==> config.mk <==
export PLATFORM = sky130hd
export DESIGN_NAME = isr_target_rx
export DESIGN_NICKNAME = d
export VERILOG_FILES = /design/src/design/isr_pkg.sv /design/src/design/isr_line_if.sv /design/src/design/isr_pin_sampler.sv /design/src/design/isr_target_rx.sv
export SDC_FILE = /design/constraint.sdc
export NUM_CORES = 1
export LEC_CHECK = 0
export ABC_CLOCK_PERIOD_IN_PS = 6720
export BUFFER_PORTS_ARGS = -buffer_cell sky130_fd_sc_hd__buf_2
export CORE_ASPECT_RATIO = 0.8
export CORE_MARGIN = 1
export CORE_UTILIZATION = 45
export CTS_BUF_LIST = sky130_fd_sc_hd__clkbuf_16
export DETAILED_ROUTE_END_ITERATION = 8
export GPL_TIMING_DRIVEN = 0
export PLACE_DENSITY = 0.66
export SLEW_MARGIN = 20
export SYNTH_ARGS = -nofsm -noshare
export SYNTH_HDL_FRONTEND = slang
export SYNTH_SLANG_ARGS = --single-unit
==> constraint.sdc <==
create_clock -name core_clk -period 6.72 [get_ports core_clk]
set_input_delay 0.336 -clock core_clk [delete_from_list [all_inputs] [get_ports core_clk]]
set_output_delay 0.336 -clock core_clk [all_outputs]
set_load 0.02 [all_outputs]
==> src/design/isr_pkg.sv <==
// Constants shared by the two-wire target receiver: register map, field
// positions, reset values, bus responses and the sequencer states.
// Assumes a 32-bit AXI4-Lite register bus with word-aligned registers.
package isr_pkg;

  // Register byte offsets
  localparam logic [7:0] CTRL_OFS   = 8'h00;
  localparam logic [7:0] IEN_OFS    = 8'h04;
  localparam logic [7:0] FLAG_OFS   = 8'h08;
  localparam logic [7:0] STAT_OFS   = 8'h0C;
  localparam logic [7:0] MATCH0_OFS = 8'h10;
  localparam logic [7:0] MATCH3_OFS = 8'h1C;
  localparam logic [7:0] ADB_OFS    = 8'h20;
  localparam logic [7:0] RXB_OFS    = 8'h24;
  localparam logic [7:0] CNT_OFS    = 8'h28;

  // Control register fields
  localparam int unsigned CTRL_EN_BIT      = 0;
  localparam int unsigned CTRL_STRETCH_BIT = 1;
  localparam int unsigned CTRL_ACK_VALUE_NORMAL_BIT   = 2;
  localparam int unsigned CTRL_ACK_VALUE_AT_COUNT_END_BIT  = 3;

  // Hold and interrupt enable fields
  localparam int unsigned IEN_START_BIT = 0;
  localparam int unsigned IEN_ADDR_BIT  = 1;
  localparam int unsigned IEN_DATA_BIT  = 2;
  localparam int unsigned IEN_ACK_BIT   = 3;

  // Event flag fields, write one to clear
  localparam int unsigned FLG_START_BIT = 0;
  localparam int unsigned FLG_STOP_BIT  = 1;
  localparam int unsigned FLG_ADDR_BIT  = 2;
  localparam int unsigned FLG_DATA_BIT  = 3;
  localparam int unsigned FLG_CNT_BIT   = 4;
  localparam int unsigned FLG_NACK_BIT  = 5;
  localparam int unsigned FLG_COMB_BIT  = 6;
  localparam int unsigned FLG_RX_BIT    = 7;

  // Status fields; only the overflow bit is writable (one to clear)
  localparam int unsigned STA_SMA_BIT  = 0;
  localparam int unsigned STA_DIR_BIT  = 1;
  localparam int unsigned STA_DA_BIT   = 2;
  localparam int unsigned STA_RX_BUFFER_FULL_BIT = 3;
  localparam int unsigned STA_RXOV_BIT = 4;

  // Reset values
  localparam logic [3:0] CTRL_RST  = 4'h0;
  localparam logic [3:0] IEN_RST   = 4'h0;
  localparam logic [7:0] FLAG_RST  = 8'h00;
  localparam logic [6:0] MATCH_RST = 7'h00;
  localparam logic [7:0] CNT_RST   = 8'h00;

  // AXI responses
  localparam logic [1:0] RESP_OKAY   = 2'h0;
  localparam logic [1:0] RESP_SLVERR = 2'h2;

  typedef enum logic [2:0] {
    ST_IDLE,
    ST_ADDR,
    ST_ADDR_ACK,
    ST_DATA,
    ST_DATA_ACK
  } isr_state_t;

endpackage

==> src/design/isr_line_if.sv <==
// Carrier for the sampled bus-line events passed from the pin sampler
// to the receive sequencer. All signals are in the core clock domain.
`timescale 1ns/1ps
`default_nettype none

interface isr_line_if;
  logic sclHigh;
  logic sclRise;
  logic sclFall;
  logic sdaHigh;
  logic startEvt;
  logic stopEvt;

  modport src (output sclHigh, sclRise, sclFall, sdaHigh, startEvt, stopEvt);
  modport dst (input  sclHigh, sclRise, sclFall, sdaHigh, startEvt, stopEvt);
endinterface

`default_nettype wire

==> src/design/isr_pin_sampler.sv <==
// Two-flop synchronisers for the clock and data lines, plus edge,
// start and stop detection on the synchronised levels.
// Assumes the line clock is several core clocks long.
`timescale 1ns/1ps
`default_nettype none

module isr_pin_sampler (
  // Clock and reset
  input  wire logic core_clk,
  input  wire logic sys_rst,
  // Raw line levels
  input  wire logic sclIn,
  input  wire logic sdaIn,
  // Events toward the sequencer
  isr_line_if.src   lines
);

  logic [1:0] sclMeta_r;
  logic [1:0] sdaMeta_r;
  logic [1:0] sclMeta_nxt;
  logic [1:0] sdaMeta_nxt;
  logic       sclPrev_r;
  logic       sdaPrev_r;

  // Shift chains; lines idle high so reset to one
  always_comb
  begin
    sclMeta_nxt = {sclMeta_r[0], sclIn};
    sdaMeta_nxt = {sdaMeta_r[0], sdaIn};
  end

  always_ff @(posedge core_clk)
  begin
    if (sys_rst)
    begin
      sclMeta_r <= 2'h3;
      sdaMeta_r <= 2'h3;
      sclPrev_r <= 1'b1;
      sdaPrev_r <= 1'b1;
    end
    else
    begin
      sclMeta_r <= sclMeta_nxt;
      sdaMeta_r <= sdaMeta_nxt;
      sclPrev_r <= sclMeta_r[1];
      sdaPrev_r <= sdaMeta_r[1];
    end
  end

  // Edges only look at the second stage, never the first
  assign lines.sclHigh  = sclMeta_r[1];
  assign lines.sdaHigh  = sdaMeta_r[1];
  assign lines.sclRise  = sclMeta_r[1] & ~sclPrev_r;
  assign lines.sclFall  = ~sclMeta_r[1] & sclPrev_r;
  // Data moving while the clock stays high marks start or stop
  assign lines.startEvt = sclMeta_r[1] & sclPrev_r & ~sdaMeta_r[1] & sdaPrev_r;
  assign lines.stopEvt  = sclMeta_r[1] & sclPrev_r & sdaMeta_r[1] & ~sdaPrev_r;

endmodule // isr_pin_sampler

`default_nettype wire

==> src/design/isr_target_rx.sv <==
// Two-wire bus target receiver, 7-bit addressing, with AXI4-Lite registers.
// Assumes an external open-drain pad; an output enable pulls the line low.
//
// Contract
// (RQ1) Eighth address bit is direction; copy it to status on match.
// (RQ2) Start or repeated start sets the start flag.
// (RQ3) Start with its enable set also sets the combined flag.
// (RQ4) Compare received 7-bit address with all four match registers.
// (RQ5) Match sets addressed bit, copies direction, clears data bit; else idle.
// (RQ6) Match loads address buffer and sets address-received flag.
// (RQ7) Address hold enable sets stretch bit and combined flag.
// (RQ8) Pending overflow error forces not-acknowledge, then idle.
// (RQ9) Normal acknowledge value goes out on the ninth address pulse.
// (RQ10) Acknowledge hold enable stretches clock until software clears stretch bit.
// (RQ11) Controller sends next byte clocks, or stop after not-acknowledge.
// (RQ12) Stop sets stop flag and returns to idle.
// (RQ13) Buffer still full before eighth pulse: stretch until buffer read.
// (RQ14) Eighth data pulse sets data bit and data-written flag.
// (RQ15) Byte lands in receive buffer; buffer-full and receive flag set.
// (RQ16) Data hold enable sets stretch bit and combined flag.
// (RQ17) Count zero selects end-of-count ack; else normal ack, count decrements.
// (RQ18) Selected data acknowledge goes out on the ninth pulse.
// (RQ19) Count zero sets count-reached flag.
// (RQ20) Sent not-acknowledge sets error flag and returns to idle.
// (RQ21) After data ack with hold, stretch and interrupt; buffer read clears full.
// (RQ22) Clock line held low while stretch bit set.
`timescale 1ns/1ps
`default_nettype none

module isr_target_rx (
  // Clock and reset
  input  wire logic        core_clk,
  input  wire logic        sys_rst,
  // AXI4-Lite write channels
  input  wire logic [7:0]  awaddr,
  input  wire logic        awvalid,
  output logic             awready,
  input  wire logic [31:0] wdata,
  input  wire logic [3:0]  wstrb,
  input  wire logic        wvalid,
  output logic             wready,
  output logic [1:0]       bresp,
  output logic             bvalid,
  input  wire logic        bready,
  // AXI4-Lite read channels
  input  wire logic [7:0]  araddr,
  input  wire logic        arvalid,
  output logic             arready,
  output logic [31:0]      rdata,
  output logic [1:0]       rresp,
  output logic             rvalid,
  input  wire logic        rready,
  // Serial lines, open drain
  input  wire logic        sclIn,
  output logic             sclOut,
  output logic             sclOe,
  input  wire logic        sdaIn,
  output logic             sdaOut,
  output logic             sdaOe
);

  // Mapped word check, shared by read and write paths
  function automatic logic isMapped(input logic [7:0] a);
    isMapped = (a[1:0] == 2'h0) && (a <= isr_pkg::CNT_OFS);
  endfunction

  isr_line_if lines ();

  isr_pin_sampler u_sampler (
    .core_clk (core_clk),
    .sys_rst  (sys_rst),
    .sclIn    (sclIn),
    .sdaIn    (sdaIn),
    .lines    (lines.src)
  );

  // ---------------- Bus slave state ----------------
  logic [7:0]  awAddr_r, awAddr_nxt;
  logic        awHave_r, awHave_nxt;
  logic [7:0]  wData_r, wData_nxt;
  logic        wLane_r, wLane_nxt;
  logic        wHave_r, wHave_nxt;
  logic        bvalid_r, bvalid_nxt;
  logic [1:0]  bresp_r, bresp_nxt;
  logic        rvalid_r, rvalid_nxt;
  logic [1:0]  rresp_r, rresp_nxt;
  logic [31:0] rdata_r, rdata_nxt;
  logic        wrFire;
  logic        rdFire;
  logic [7:0]  readWord;

  // ---------------- Core state ----------------
  isr_pkg::isr_state_t state_r, state_nxt;
  logic [3:0]  ctrl_r, ctrl_nxt;
  logic [3:0]  ien_r, ien_nxt;
  logic [7:0]  flags_r, flags_nxt;
  logic        sma_r, sma_nxt;
  logic        dir_r, dir_nxt;
  logic        dataAddr_r, dataAddr_nxt;
  logic        rxFull_r, rxFull_nxt;
  logic        rxOver_r, rxOver_nxt;
  logic [6:0]  match_r [4];
  logic [6:0]  match_nxt [4];
  logic [7:0]  addrBuf_r, addrBuf_nxt;
  logic [7:0]  rxBuf_r, rxBuf_nxt;
  logic [7:0]  count_r, count_nxt;
  logic [7:0]  shift_r, shift_nxt;
  logic [3:0]  bitCnt_r, bitCnt_nxt;
  logic        useCntAck_r, useCntAck_nxt;
  logic        forceNack_r, forceNack_nxt;
  logic        driving_r, driving_nxt;
  logic        ninthSeen_r, ninthSeen_nxt;
  logic        rxWait_r, rxWait_nxt;
  logic        holdLatch_r, holdLatch_nxt;
  logic        sclOe_r, sdaOe_r;
  logic        ackVal;
  logic        stretchOn;

  // Bus handshakes: each address and data taken once, in either order
  assign awready = ~awHave_r & ~bvalid_r;
  assign wready  = ~wHave_r & ~bvalid_r;
  assign arready = ~rvalid_r;
  assign bvalid  = bvalid_r;
  assign bresp   = bresp_r;
  assign rvalid  = rvalid_r;
  assign rresp   = rresp_r;
  assign rdata   = rdata_r;
  assign wrFire  = awHave_r & wHave_r & ~bvalid_r;
  assign rdFire  = arvalid & ~rvalid_r;

  // Read multiplexer over the register map
  always_comb
  begin
    readWord = 8'h00;
    case (araddr)
      isr_pkg::CTRL_OFS: readWord = {4'h0, ctrl_r};
      isr_pkg::IEN_OFS:  readWord = {4'h0, ien_r};
      isr_pkg::FLAG_OFS: readWord = flags_r;
      isr_pkg::STAT_OFS: readWord = {3'h0, rxOver_r, rxFull_r, dataAddr_r, dir_r, sma_r};
      isr_pkg::ADB_OFS:  readWord = addrBuf_r;
      isr_pkg::RXB_OFS:  readWord = rxBuf_r;
      isr_pkg::CNT_OFS:  readWord = count_r;
      default:
      begin
        if (araddr >= isr_pkg::MATCH0_OFS && araddr <= isr_pkg::MATCH3_OFS)
          readWord = {1'b0, match_r[araddr[3:2]]};
      end
    endcase
  end

  // Bus slave next values; unmapped words answer SLVERR
  always_comb
  begin
    awAddr_nxt = awAddr_r;
    awHave_nxt = awHave_r;
    wData_nxt  = wData_r;
    wLane_nxt  = wLane_r;
    wHave_nxt  = wHave_r;
    bvalid_nxt = bvalid_r;
    bresp_nxt  = bresp_r;
    rvalid_nxt = rvalid_r;
    rresp_nxt  = rresp_r;
    rdata_nxt  = rdata_r;
    if (awvalid && awready)
    begin
      awAddr_nxt = awaddr;
      awHave_nxt = 1'b1;
    end
    if (wvalid && wready)
    begin
      wData_nxt = wdata[7:0];
      wLane_nxt = wstrb[0];
      wHave_nxt = 1'b1;
    end
    if (wrFire)
    begin
      awHave_nxt = 1'b0;
      wHave_nxt  = 1'b0;
      bvalid_nxt = 1'b1;
      bresp_nxt  = isMapped(awAddr_r) ? isr_pkg::RESP_OKAY : isr_pkg::RESP_SLVERR;
    end
    else if (bvalid_r && bready)
      bvalid_nxt = 1'b0;
    if (rdFire)
    begin
      rvalid_nxt = 1'b1;
      rdata_nxt  = {24'h000000, readWord};
      rresp_nxt  = isMapped(araddr) ? isr_pkg::RESP_OKAY : isr_pkg::RESP_SLVERR;
    end
    else if (rvalid_r && rready)
      rvalid_nxt = 1'b0;
  end

  always_ff @(posedge core_clk)
  begin
    if (sys_rst)
    begin
      awAddr_r <= 8'h00;
      awHave_r <= 1'b0;
      wData_r  <= 8'h00;
      wLane_r  <= 1'b0;
      wHave_r  <= 1'b0;
      bvalid_r <= 1'b0;
      bresp_r  <= isr_pkg::RESP_OKAY;
      rvalid_r <= 1'b0;
      rresp_r  <= isr_pkg::RESP_OKAY;
      rdata_r  <= 32'h00000000;
    end
    else
    begin
      awAddr_r <= awAddr_nxt;
      awHave_r <= awHave_nxt;
      wData_r  <= wData_nxt;
      wLane_r  <= wLane_nxt;
      wHave_r  <= wHave_nxt;
      bvalid_r <= bvalid_nxt;
      bresp_r  <= bresp_nxt;
      rvalid_r <= rvalid_nxt;
      rresp_r  <= rresp_nxt;
      rdata_r  <= rdata_nxt;
    end
  end

  // Acknowledge level: one means not-acknowledge (line left released)
  assign ackVal = forceNack_r |
                  (useCntAck_r ? ctrl_r[isr_pkg::CTRL_ACK_VALUE_AT_COUNT_END_BIT]
                               : ctrl_r[isr_pkg::CTRL_ACK_VALUE_NORMAL_BIT]);
  assign stretchOn = ctrl_nxt[isr_pkg::CTRL_STRETCH_BIT]; // Pulls a cycle sooner after a fall

  // Sequencer and register file next values. Software clears are applied
  // first so a hardware set in the same cycle wins.
  always_comb
  begin
    state_nxt     = state_r;
    ctrl_nxt      = ctrl_r;
    ien_nxt       = ien_r;
    flags_nxt     = flags_r;
    sma_nxt       = sma_r;
    dir_nxt       = dir_r;
    dataAddr_nxt  = dataAddr_r;
    rxFull_nxt    = rxFull_r;
    rxOver_nxt    = rxOver_r;
    match_nxt     = match_r;
    addrBuf_nxt   = addrBuf_r;
    rxBuf_nxt     = rxBuf_r;
    count_nxt     = count_r;
    shift_nxt     = shift_r;
    bitCnt_nxt    = bitCnt_r;
    useCntAck_nxt = useCntAck_r;
    forceNack_nxt = forceNack_r;
    driving_nxt   = driving_r;
    ninthSeen_nxt = ninthSeen_r;
    rxWait_nxt    = rxWait_r;
    // Software writes
    if (wrFire && wLane_r && isMapped(awAddr_r))
    begin
      case (awAddr_r)
        isr_pkg::CTRL_OFS: ctrl_nxt = wData_r[3:0];
        isr_pkg::IEN_OFS:  ien_nxt = wData_r[3:0];
        isr_pkg::FLAG_OFS: flags_nxt = flags_r & ~wData_r;
        isr_pkg::STAT_OFS: rxOver_nxt = rxOver_r & ~wData_r[isr_pkg::STA_RXOV_BIT];
        isr_pkg::CNT_OFS:  count_nxt = wData_r;
        default:
        begin
          if (awAddr_r >= isr_pkg::MATCH0_OFS && awAddr_r <= isr_pkg::MATCH3_OFS)
            match_nxt[awAddr_r[3:2]] = wData_r[6:0];
        end
      endcase
    end
    // (RQ21) buffer read empties
    if (rdFire && araddr == isr_pkg::RXB_OFS)
    begin
      rxFull_nxt = 1'b0;
      // (RQ13) read releases stall
      if (rxWait_r)
      begin
        rxWait_nxt = 1'b0;
        ctrl_nxt[isr_pkg::CTRL_STRETCH_BIT] = 1'b0;
      end
    end
    // Line events; a disabled block ignores the bus
    if (!ctrl_r[isr_pkg::CTRL_EN_BIT])
      state_nxt = isr_pkg::ST_IDLE;
    else if (lines.startEvt)
    begin
      // (RQ2) start seen
      flags_nxt[isr_pkg::FLG_START_BIT] = 1'b1;
      // (RQ3) combined on start
      if (ien_r[isr_pkg::IEN_START_BIT])
        flags_nxt[isr_pkg::FLG_COMB_BIT] = 1'b1;
      state_nxt  = isr_pkg::ST_ADDR;
      bitCnt_nxt = 4'h0;
    end
    else if (lines.stopEvt)
    begin
      // (RQ12) stop, back to idle
      flags_nxt[isr_pkg::FLG_STOP_BIT] = 1'b1;
      sma_nxt   = 1'b0;
      state_nxt = isr_pkg::ST_IDLE;
    end
    else
    begin
      case (state_r)
        isr_pkg::ST_ADDR,
        isr_pkg::ST_DATA:
        begin
          // (RQ13) stall before eighth pulse
          if (state_r == isr_pkg::ST_DATA && lines.sclFall && bitCnt_r == 4'h7 && rxFull_r)
          begin
            ctrl_nxt[isr_pkg::CTRL_STRETCH_BIT] = 1'b1;
            rxWait_nxt = 1'b1;
          end
          if (lines.sclRise)
          begin
            shift_nxt  = {shift_r[6:0], lines.sdaHigh};
            bitCnt_nxt = bitCnt_r + 4'h1;
            driving_nxt   = 1'b0;
            ninthSeen_nxt = 1'b0;
            if (bitCnt_r == 4'h7 && state_r == isr_pkg::ST_ADDR)
            begin
              // (RQ4) compare against four match values
              if ((shift_r[6:0] == match_r[0]) || (shift_r[6:0] == match_r[1]) ||
                  (shift_r[6:0] == match_r[2]) || (shift_r[6:0] == match_r[3]))
              begin
                // (RQ5) addressed, data bit cleared
                sma_nxt      = 1'b1;
                dataAddr_nxt = 1'b0;
                // (RQ1) last bit is direction
                dir_nxt = lines.sdaHigh;
                // (RQ6) address buffered
                addrBuf_nxt = {shift_r[6:0], lines.sdaHigh};
                flags_nxt[isr_pkg::FLG_ADDR_BIT] = 1'b1;
                // (RQ7) address hold
                if (ien_r[isr_pkg::IEN_ADDR_BIT])
                begin
                  ctrl_nxt[isr_pkg::CTRL_STRETCH_BIT] = 1'b1;
                  flags_nxt[isr_pkg::FLG_COMB_BIT] = 1'b1;
                end
                // (RQ8) pending error forces not-acknowledge
                forceNack_nxt = rxOver_r;
                useCntAck_nxt = 1'b0;
                state_nxt     = isr_pkg::ST_ADDR_ACK;
              end
              else
                // (RQ5) mismatch
                state_nxt = isr_pkg::ST_IDLE;
            end
            else if (bitCnt_r == 4'h7)
            begin
              // (RQ14) eighth data pulse
              dataAddr_nxt = 1'b1;
              flags_nxt[isr_pkg::FLG_DATA_BIT] = 1'b1;
              // (RQ15) byte into buffer
              rxBuf_nxt  = {shift_r[6:0], lines.sdaHigh};
              rxOver_nxt = rxOver_nxt | rxFull_nxt;
              rxFull_nxt = 1'b1;
              flags_nxt[isr_pkg::FLG_RX_BIT] = 1'b1;
              // (RQ16) data hold
              if (ien_r[isr_pkg::IEN_DATA_BIT])
              begin
                ctrl_nxt[isr_pkg::CTRL_STRETCH_BIT] = 1'b1;
                flags_nxt[isr_pkg::FLG_COMB_BIT] = 1'b1;
              end
              // (RQ17) select acknowledge source
              useCntAck_nxt = (count_nxt == 8'h00);
              forceNack_nxt = 1'b0;
              if (count_nxt == 8'h00)
                // (RQ19) count reached
                flags_nxt[isr_pkg::FLG_CNT_BIT] = 1'b1;
              else
                count_nxt = count_nxt - 8'h01;
              state_nxt = isr_pkg::ST_DATA_ACK;
            end
          end
        end
        isr_pkg::ST_ADDR_ACK,
        isr_pkg::ST_DATA_ACK:
        begin
          // (RQ9) drive from fall after eighth pulse
          if (lines.sclFall && !driving_r)
            driving_nxt = 1'b1;
          else if (lines.sclRise && driving_r)
            ninthSeen_nxt = 1'b1;
          else if (lines.sclFall && ninthSeen_r)
          begin
            driving_nxt = 1'b0;
            bitCnt_nxt  = 4'h0;
            if (ackVal)
            begin
              // (RQ20) not-acknowledge sent
              if (state_r == isr_pkg::ST_DATA_ACK)
                flags_nxt[isr_pkg::FLG_NACK_BIT] = 1'b1;
              state_nxt = isr_pkg::ST_IDLE;
            end
            else
            begin
              // (RQ10) hold after acknowledge
              if (ien_r[isr_pkg::IEN_ACK_BIT])
              begin
                ctrl_nxt[isr_pkg::CTRL_STRETCH_BIT] = 1'b1;
                flags_nxt[isr_pkg::FLG_COMB_BIT] = 1'b1;
              end
              // Controller reads are not served here
              state_nxt = dir_r ? isr_pkg::ST_IDLE : isr_pkg::ST_DATA;
            end
          end
        end
        default:
          state_nxt = isr_pkg::ST_IDLE;
      endcase
    end
  end

  // (RQ22) pull clock only once it is seen low, so no early edge is made
  always_comb
  begin
    holdLatch_nxt = stretchOn & (holdLatch_r | ~lines.sclHigh);
  end

  always_ff @(posedge core_clk)
  begin
    if (sys_rst)
    begin
      state_r     <= isr_pkg::ST_IDLE;
      ctrl_r      <= isr_pkg::CTRL_RST;
      ien_r       <= isr_pkg::IEN_RST;
      flags_r     <= isr_pkg::FLAG_RST;
      sma_r       <= 1'b0;
      dir_r       <= 1'b0;
      dataAddr_r  <= 1'b0;
      rxFull_r    <= 1'b0;
      rxOver_r    <= 1'b0;
      for (int i = 0; i < 4; i++)
        match_r[i] <= isr_pkg::MATCH_RST;
      addrBuf_r   <= 8'h00;
      rxBuf_r     <= 8'h00;
      count_r     <= isr_pkg::CNT_RST;
      shift_r     <= 8'h00;
      bitCnt_r    <= 4'h0;
      useCntAck_r <= 1'b0;
      forceNack_r <= 1'b0;
      driving_r   <= 1'b0;
      ninthSeen_r <= 1'b0;
      rxWait_r    <= 1'b0;
      holdLatch_r <= 1'b0;
      sclOe_r     <= 1'b0;
      sdaOe_r     <= 1'b0;
    end
    else
    begin
      state_r     <= state_nxt;
      ctrl_r      <= ctrl_nxt;
      ien_r       <= ien_nxt;
      flags_r     <= flags_nxt;
      sma_r       <= sma_nxt;
      dir_r       <= dir_nxt;
      dataAddr_r  <= dataAddr_nxt;
      rxFull_r    <= rxFull_nxt;
      rxOver_r    <= rxOver_nxt;
      match_r     <= match_nxt;
      addrBuf_r   <= addrBuf_nxt;
      rxBuf_r     <= rxBuf_nxt;
      count_r     <= count_nxt;
      shift_r     <= shift_nxt;
      bitCnt_r    <= bitCnt_nxt;
      useCntAck_r <= useCntAck_nxt;
      forceNack_r <= forceNack_nxt;
      driving_r   <= driving_nxt;
      ninthSeen_r <= ninthSeen_nxt;
      rxWait_r    <= rxWait_nxt;
      holdLatch_r <= holdLatch_nxt;
      sclOe_r     <= holdLatch_nxt;
      // (RQ18) acknowledge low drives the data line
      sdaOe_r     <= driving_nxt & ~ackVal;
    end
  end

  // Open-drain pads only ever pull low
  assign sclOut = 1'b0;
  assign sdaOut = 1'b0;
  assign sclOe  = sclOe_r;
  assign sdaOe  = sdaOe_r;

endmodule // isr_target_rx

`default_nettype wire

After elaboration in Yosys (flattened, before gate mapping)
Cells that the tools add are included.

cells by class
  add/sub/neg operators = 2
  magnitude comparators = 9
  equal/unequal tests = 36
  mux-type cells = 146
  bitwise operators = 37
  reductions and logical operators = 55

operators with widths
  operator                                                           number
  two-way mux 8 bit                                                  13
  two-way mux 1 bit                                                  89
  one-hot mux 8 bit (7 select lines)                                 1
  AND reduction 7 bit                                                5
  equality test 8 x 4 -> 1 bit, second input constant                4
  equality test 8 x 6 -> 1 bit, second input constant                4
  bitwise mux 28 bit                                                 1
  equality test 7 bit                                                4
  two-way mux 2 bit                                                  14
  two-way mux 7 bit                                                  4
  logical NOT 8 bit                                                  3
  two-way mux 3 bit                                                  8
  two-way mux 4 bit                                                  6
  logical AND 1 bit                                                  19
  equality test 8 x 3 -> 1 bit, second input constant                2
  greater-or-equal comparator 8 x 5 -> 1 bit, second input constant  2
  less-or-equal comparator 8 x 5 -> 1 bit, second input constant     2
  less-or-equal comparator 8 x 6 -> 1 bit, second input constant     2
  != test 4 bit, second input constant                               4
  nonzero test 2 bit                                                 8
  bitwise AND 1 bit                                                  15
  != test 3 bit, second input constant                               5
  NOT 1 bit                                                          15
  AND reduction 5 bit                                                3
  other kinds (32)                                                   52

word-level totals
  flip-flop bits (word level) = 133
  bits of input ports = 61
  output and inout port bits = 45
  word-level logic and storage cells = 326

Longest topological paths before layout
  depth after elaboration = 17
  gate-level depth with buffers = 13
  gate-level depth less buffers = 10

Modules after synthesis
From an unflattened synthesis, not the netlist that was laid out.

unflattened totals
  cell total of the unflattened synthesis = 759
  area total of the unflattened synthesis = 6526.3 um2

modules (own cells, without submodules)
  module           times used  cells an instance  area each (um2)  seq. area each (um2)
  isr_target_rx    1           743                6336.1           2482.4
  isr_pin_sampler  1           16                 190.2            120.1

Least setup slack after synthesis
No wires, ideal clock.

  path kind = register -> register
  start point = reg bvalid_r, in the netlist bvalid
  end point = reg count_r[6]
  library setup time = 0.070 ns
  data arrival time = 2.537 ns
  required time = 6.650 ns
  setup slack = 4.112 ns
  stages on the path, launching flop included = 13
  buffers on the path = 3
  period minus slack after synthesis = 2.608 ns
  path through = dfxtp_1 -> and3b_1 -> buf_2 -> and4_1 -> buf_4 -> buf_4 -> mux2i_1 -> ha_1 -> nand2b_1 -> nor2_1 -> mux2i_1 -> or4b_1 -> a21oi_1

between the ends
  longest elaborated chain between the ends = 14
  elaborated cells between the ends (all ways) = 15
  classes of those cells = add/sub (1); mux (9); bitwise (2); reduce/logical (3)

RTL lines
  element                                                                RTL line                                    text
  start, declared                                                        isr_target_rx.sv:83                         logic bvalid_r, bvalid_nxt;
  start signal, assigned                                                 isr_target_rx.sv:216                        bvalid_r <= bvalid_nxt;
  NOT 1 bit (*)                                                          isr_target_rx.sv:128                        assign wrFire = awHave_r & wHave_r & ~bvalid_r;
  bitwise AND 1 bit (*)                                                  isr_target_rx.sv:128
  logical AND 1 bit (*) (2 in series)                                    isr_target_rx.sv:255                        if (wrFire && wLane_r && isMapped(awAddr_r))
  two-way mux 8 bit (*)                                                  isr_target_rx.sv:255
  subtractor 8 x 1 -> 8 bit / logical NOT 8 bit (equally long branches)  isr_target_rx.sv:371, isr_target_rx.sv:367
  two-way mux 8 bit                                                      isr_target_rx.sv:367                        if (count_nxt == 8'h00)
  two-way mux 8 bit                                                      isr_target_rx.sv:348                        else if (bitCnt_r == 4'h7)
  two-way mux 8 bit                                                      isr_target_rx.sv:319                        if (bitCnt_r == 4'h7 && state_r == isr_pkg::ST_ADDR)
  two-way mux 8 bit                                                      isr_target_rx.sv:313                        if (lines.sclRise)
  two-way mux 8 bit                                                      isr_target_rx.sv:303                        case (state_r)
  two-way mux 8 bit                                                      isr_target_rx.sv:294                        else if (lines.stopEvt)
  two-way mux 8 bit                                                      isr_target_rx.sv:284                        else if (lines.startEvt)
  two-way mux 8 bit (*)                                                  isr_target_rx.sv:282                        if (!ctrl_r[isr_pkg::CTRL_EN_BIT])
  end signal, assigned                                                   isr_target_rx.sv:437                        count_r <= isr_pkg::CNT_RST;
  end signal, assigned                                                   isr_target_rx.sv:463                        count_r <= count_nxt;
  end, declared                                                          isr_target_rx.sv:106                        logic [7:0] count_r, count_nxt;

Every way passes the cells marked *; elsewhere a longest branch is shown, timed or not.
A chain may end at the register's enable or synchronous reset.

Worst setup path after layout
  start point = reg awAddr_r[1]
  end point = reg count_r[2]

between the ends
  longest elaborated chain between the ends = 13
  elaborated cells between the ends (all ways) = 17
  classes of those cells = add/sub (1); order compare (1); eq/ne (1); mux (10); reduce/logical (4)

RTL lines
  element                                                                              RTL line                                    text
  start, declared                                                                      isr_target_rx.sv:78                         logic [7:0] awAddr_r, awAddr_nxt;
  start signal, assigned                                                               isr_target_rx.sv:211                        awAddr_r <= awAddr_nxt;
  less-or-equal comparator 8 x 6 -> 1 bit / logical NOT 2 bit (equally long branches)  isr_target_rx.sv:64                         isMapped = (a[1:0] == 2'h0) && (a <= isr_pkg::CNT_OFS);
  logical AND 1 bit                                                                    isr_target_rx.sv:64
  logical AND 1 bit                                                                    isr_target_rx.sv:255
  two-way mux 8 bit (*)                                                                isr_target_rx.sv:255
  subtractor 8 x 1 -> 8 bit / logical NOT 8 bit (equally long branches)                isr_target_rx.sv:371, isr_target_rx.sv:367
  two-way mux 8 bit                                                                    isr_target_rx.sv:367
  two-way mux 8 bit                                                                    isr_target_rx.sv:348
  two-way mux 8 bit                                                                    isr_target_rx.sv:319
  two-way mux 8 bit                                                                    isr_target_rx.sv:313
  two-way mux 8 bit                                                                    isr_target_rx.sv:303
  two-way mux 8 bit                                                                    isr_target_rx.sv:294
  two-way mux 8 bit                                                                    isr_target_rx.sv:284
  two-way mux 8 bit (*)                                                                isr_target_rx.sv:282

Marked as above.

==> flow_summary_export.csv <==
group,metric,value,unit
min_path,hold_class,"in2reg",
setup_path,crit_fanout,10,
grt,grt_usage,25.50,%
final_layout,multi_input_area,0.003611,mm2
drt,drtPass1Iterations,5,
drt,drcViolationCount,0,
drt,wl,18000,um
setup_path,cp-end-kind,"flip-flop",
floorplanning,die_y,110.2,um
drt,top_layer,"met4",
clock_network,clk_latency,0.42,ns
clock_network,path_clk_slew,0.06,ns
pwr,p_seq_share,40.7,%
place,post-dp-hpwl,13170,um
clock_network,cts_tree,"done",
drt,wl_met3,1351,um
yosys,avgSynthCellArea,8.661,um2
floorplanning,die_area,0.01512,mm2
yosys,synth_cell_types,66,
sta,rsz0062_at_grt,"no",
clock_network,clockBufferDepth,2,
setup_path,crit_arrival,3.24,ns
clock_network,numCtsBuffers,17,
sta,fmax,0.3408,GHz
yosys,synth_most_common_cell,"dfxtp_1",
pwr,power,1.956,mW
final_layout,antennaDiodeCount,0,
pwr,p_int,1.491,mW
final_layout,area_growth,18.42,%
status,status,"finished, final reports clean",
floorplanning,die_w,137.2,um
yosys,synth_edf_count,0,
pwr,combPwrFrac,7.6,%
clock_network,postCtsHoldBufs,0,
grt,grt_start_max_net_pins,17,
pwr,p_clk_share,51.8,%
sta,min_period_over_period,43.66,%
final_layout,nFillCells,1358,
setup_path,crit_required,7.03,ns
sta,setup_tns,0,ns
setup_path,startpoint_type,"flip-flop",
clock_network,clockRootBuffer,"clkbuf_16",
flow_run,drv_cap,0,
final_layout,drive_gt1_share,18.69,%
pwr,p_sw_share,23.78,%
yosys,synth_top_area_cell,"dfxtp_1",
floorplanning,ioPinCount,106,
sta,slew_headroom,28.81,%
floorplanning,row_count,39,
sta,finalHoldViolations,0,
sta,slew_viol_final,0,
drt,wl_met1,8337,um
yosys,yosysTopAreaCellShare,39.54,%
drt,vias,5729,
drt,drtIter0Drc,452,
drt,avgRoutedWirePerCell,17.12,um
yosys,ys.flop_type,"dfxtp_1",
grt,grt_pass1_vias,5202,
final_layout,nNetsFinal,917,
yosys,synth_common_cells,"dfxtp_1 (130), nor2_1 (103), nand2_1 (85)",
clock_network,clock-sinks,130,
pwr,p_per_area,250.9,mW/mm2
place,io_buffers,48,
clock_network,cts.htree.levels,4,
final_layout,regArea,0.002603,mm2
floorplanning,core_area,0.01430,mm2
pwr,peakVddDrop,0.0001744,V
floorplanning,start_util,46.04,%
yosys,yosys_register_bits,130,
grt,grt_first_pass_wirelength,28570,um
sta,setup_viol,0,
drt,wl_met2,7946,um
grt,antenna_found_initial,0,
drt,detail_route.vias_per_cell,5.451,
yosys,yosys_warnings,0,
sta,tightestPinTransition,1.053,ns
clock_network,cts_resized,0,
pwr,p_leak,3.072,nW
yosys,synthCells,760,
yosys,syn_area,0.006583,mm2
yosys,yosysSeqAreaShare,39.54,%
clock_network,post_cts_buffers,0,
sta,period_needed,2.934,ns
grt,grt-ovfl-total,0,
place,gp_congestion,0.9512,
drt,ant_nets,0,
sta,fin_skew,0.006343,ns
pwr,switchingPower,0.4651,mW
yosys,async_reset_ff_share,0,%
setup_path,path_class,"reg2reg",
yosys,synth_area_leaders,"dfxtp_1 (40%), mux2i_1 (10%), nor2_1 (5.9%)",
placed cells by master (no fill, tap or decap), drive strengths merged, types with 8 or more instances in the layout:
cell type / n
dfxtp: 130
nor2: 106
buf: 98
nand2: 85
mux2i: 67
a21oi: 50
clkbuf: 46
xnor2: 34
conb: 28
o21ai: 25
nand3: 20
nor3: 14
inv: 11
nor2b: 10
mux4: 10
a211oi: 9
nand4: 8
or2: 8
critical path: stages, from the launching register on:
cell and delay (ns):
dfxtp_1 0.33, nor4_4 0.36, and4_1 0.27, buf_4 0.17, buf_4 0.20, mux2i_1 0.29, ha_1 0.26, nand2b_1 0.09
nor4_1 0.20, mux2_2 0.27, nand2_1 0.09, nand2_1 0.21, nor2_1 0.08
metrics by stage:
| step | cells | setup slack (ns) | hold slack [ns] | cell area, um2 | utilization (%) |
|---|---|---|---|---|---|
| finish | 1051 | 3.786 | 0.09379 | 7795 | 54.52 |
| CTS | 1051 | 3.856 | 0.08365 | 7795 | 54.52 |
| global route | 1051 | 3.547 | 0.08633 | 7795 | 54.52 |
| global placement | 1019 | 3.896 | 0.3921 | 7154 | 50.04 |
| floorplan | 787 | 4.112 | 0.3895 | 6684 | - |
| detailed placement | 1019 | 3.879 | 0.3967 | 7154 | 50.04 |
metal layers:
metal  vias to the layer above  track usage (%)
met3                        30            5.670
met4                         0            9.890
met2                       218            38.78
met5                         -                0
met1                      2714            35.11
li1                       2767                -
cell families (layout without fill, tap and decap cells):
kind of cell,after synthesis,count (layout),synth area share [%]
adders and majority gates,2,2,0.3801
AOI/OAI and AO/OA,119,119,11.14
and+or+nand+nor,301,301,22.39
other,1,28,0.05697
buffers and inverters,88,168,7.147
DFF,130,130,39.54
muxes,81,81,14.29
xor gates and xnor gates,38,38,5.056
flip-flops by register name (all words and copies together) (netlist names), 2 cells and up:
name and cells:
awAddr_r 8, ctrl_r 4, u_sampler.sclMeta_r 2, match_r 28, u_sampler.sdaMeta_r 2, addrBuf_r 8
wData_r 8, ien_r 4, count_r 8, shift_r 7, bitCnt_r 4, state_r 3
rxBuf_r 8, flags_r 8, rdata 8
layout make-up:
| cell class | instances | share of cell area [%] |
|---|---|---|
| inverters | 9 | 0.4334 |
| repair buffers | 48 | 3.082 |
| clock inverters | 15 | 2.761 |
| plain buffers | 79 | 5.602 |
| multi-input cells | 569 | 46.32 |
| well taps | 184 | 2.953 |
| flip-flops and latches | 130 | 33.39 |
| clock buffers | 17 | 5.457 |
power by group through the flow:
stage / clock network [mW] / registers (mW) / logic [mW]
2_1_floorplan: 0 / 0.816 / 0.0969
3_3_place_gp: 0 / 0.812 / 0.146
3_5_place_dp: 0 / 0.812 / 0.147
4_1_cts: 1.01 / 0.795 / 0.147
5_1_grt: 1.06 / 0.797 / 0.163
6_report: 1.01 / 0.795 / 0.148
path summary, 6_finish.rpt:
kind                           from  slack [ns]  depth (start not counted)                     end
max                     awAddr_r[1]        3.79                         12              count_r[2]
max reg2reg             awAddr_r[1]        3.79                         12              count_r[2]
min reg2reg  u_sampler.sclMeta_r[0]        0.41                          1  u_sampler.sclMeta_r[1]
min                          rready        0.09                          2                  rvalid
Note: power is estimated with default switching activity, not from simulation.
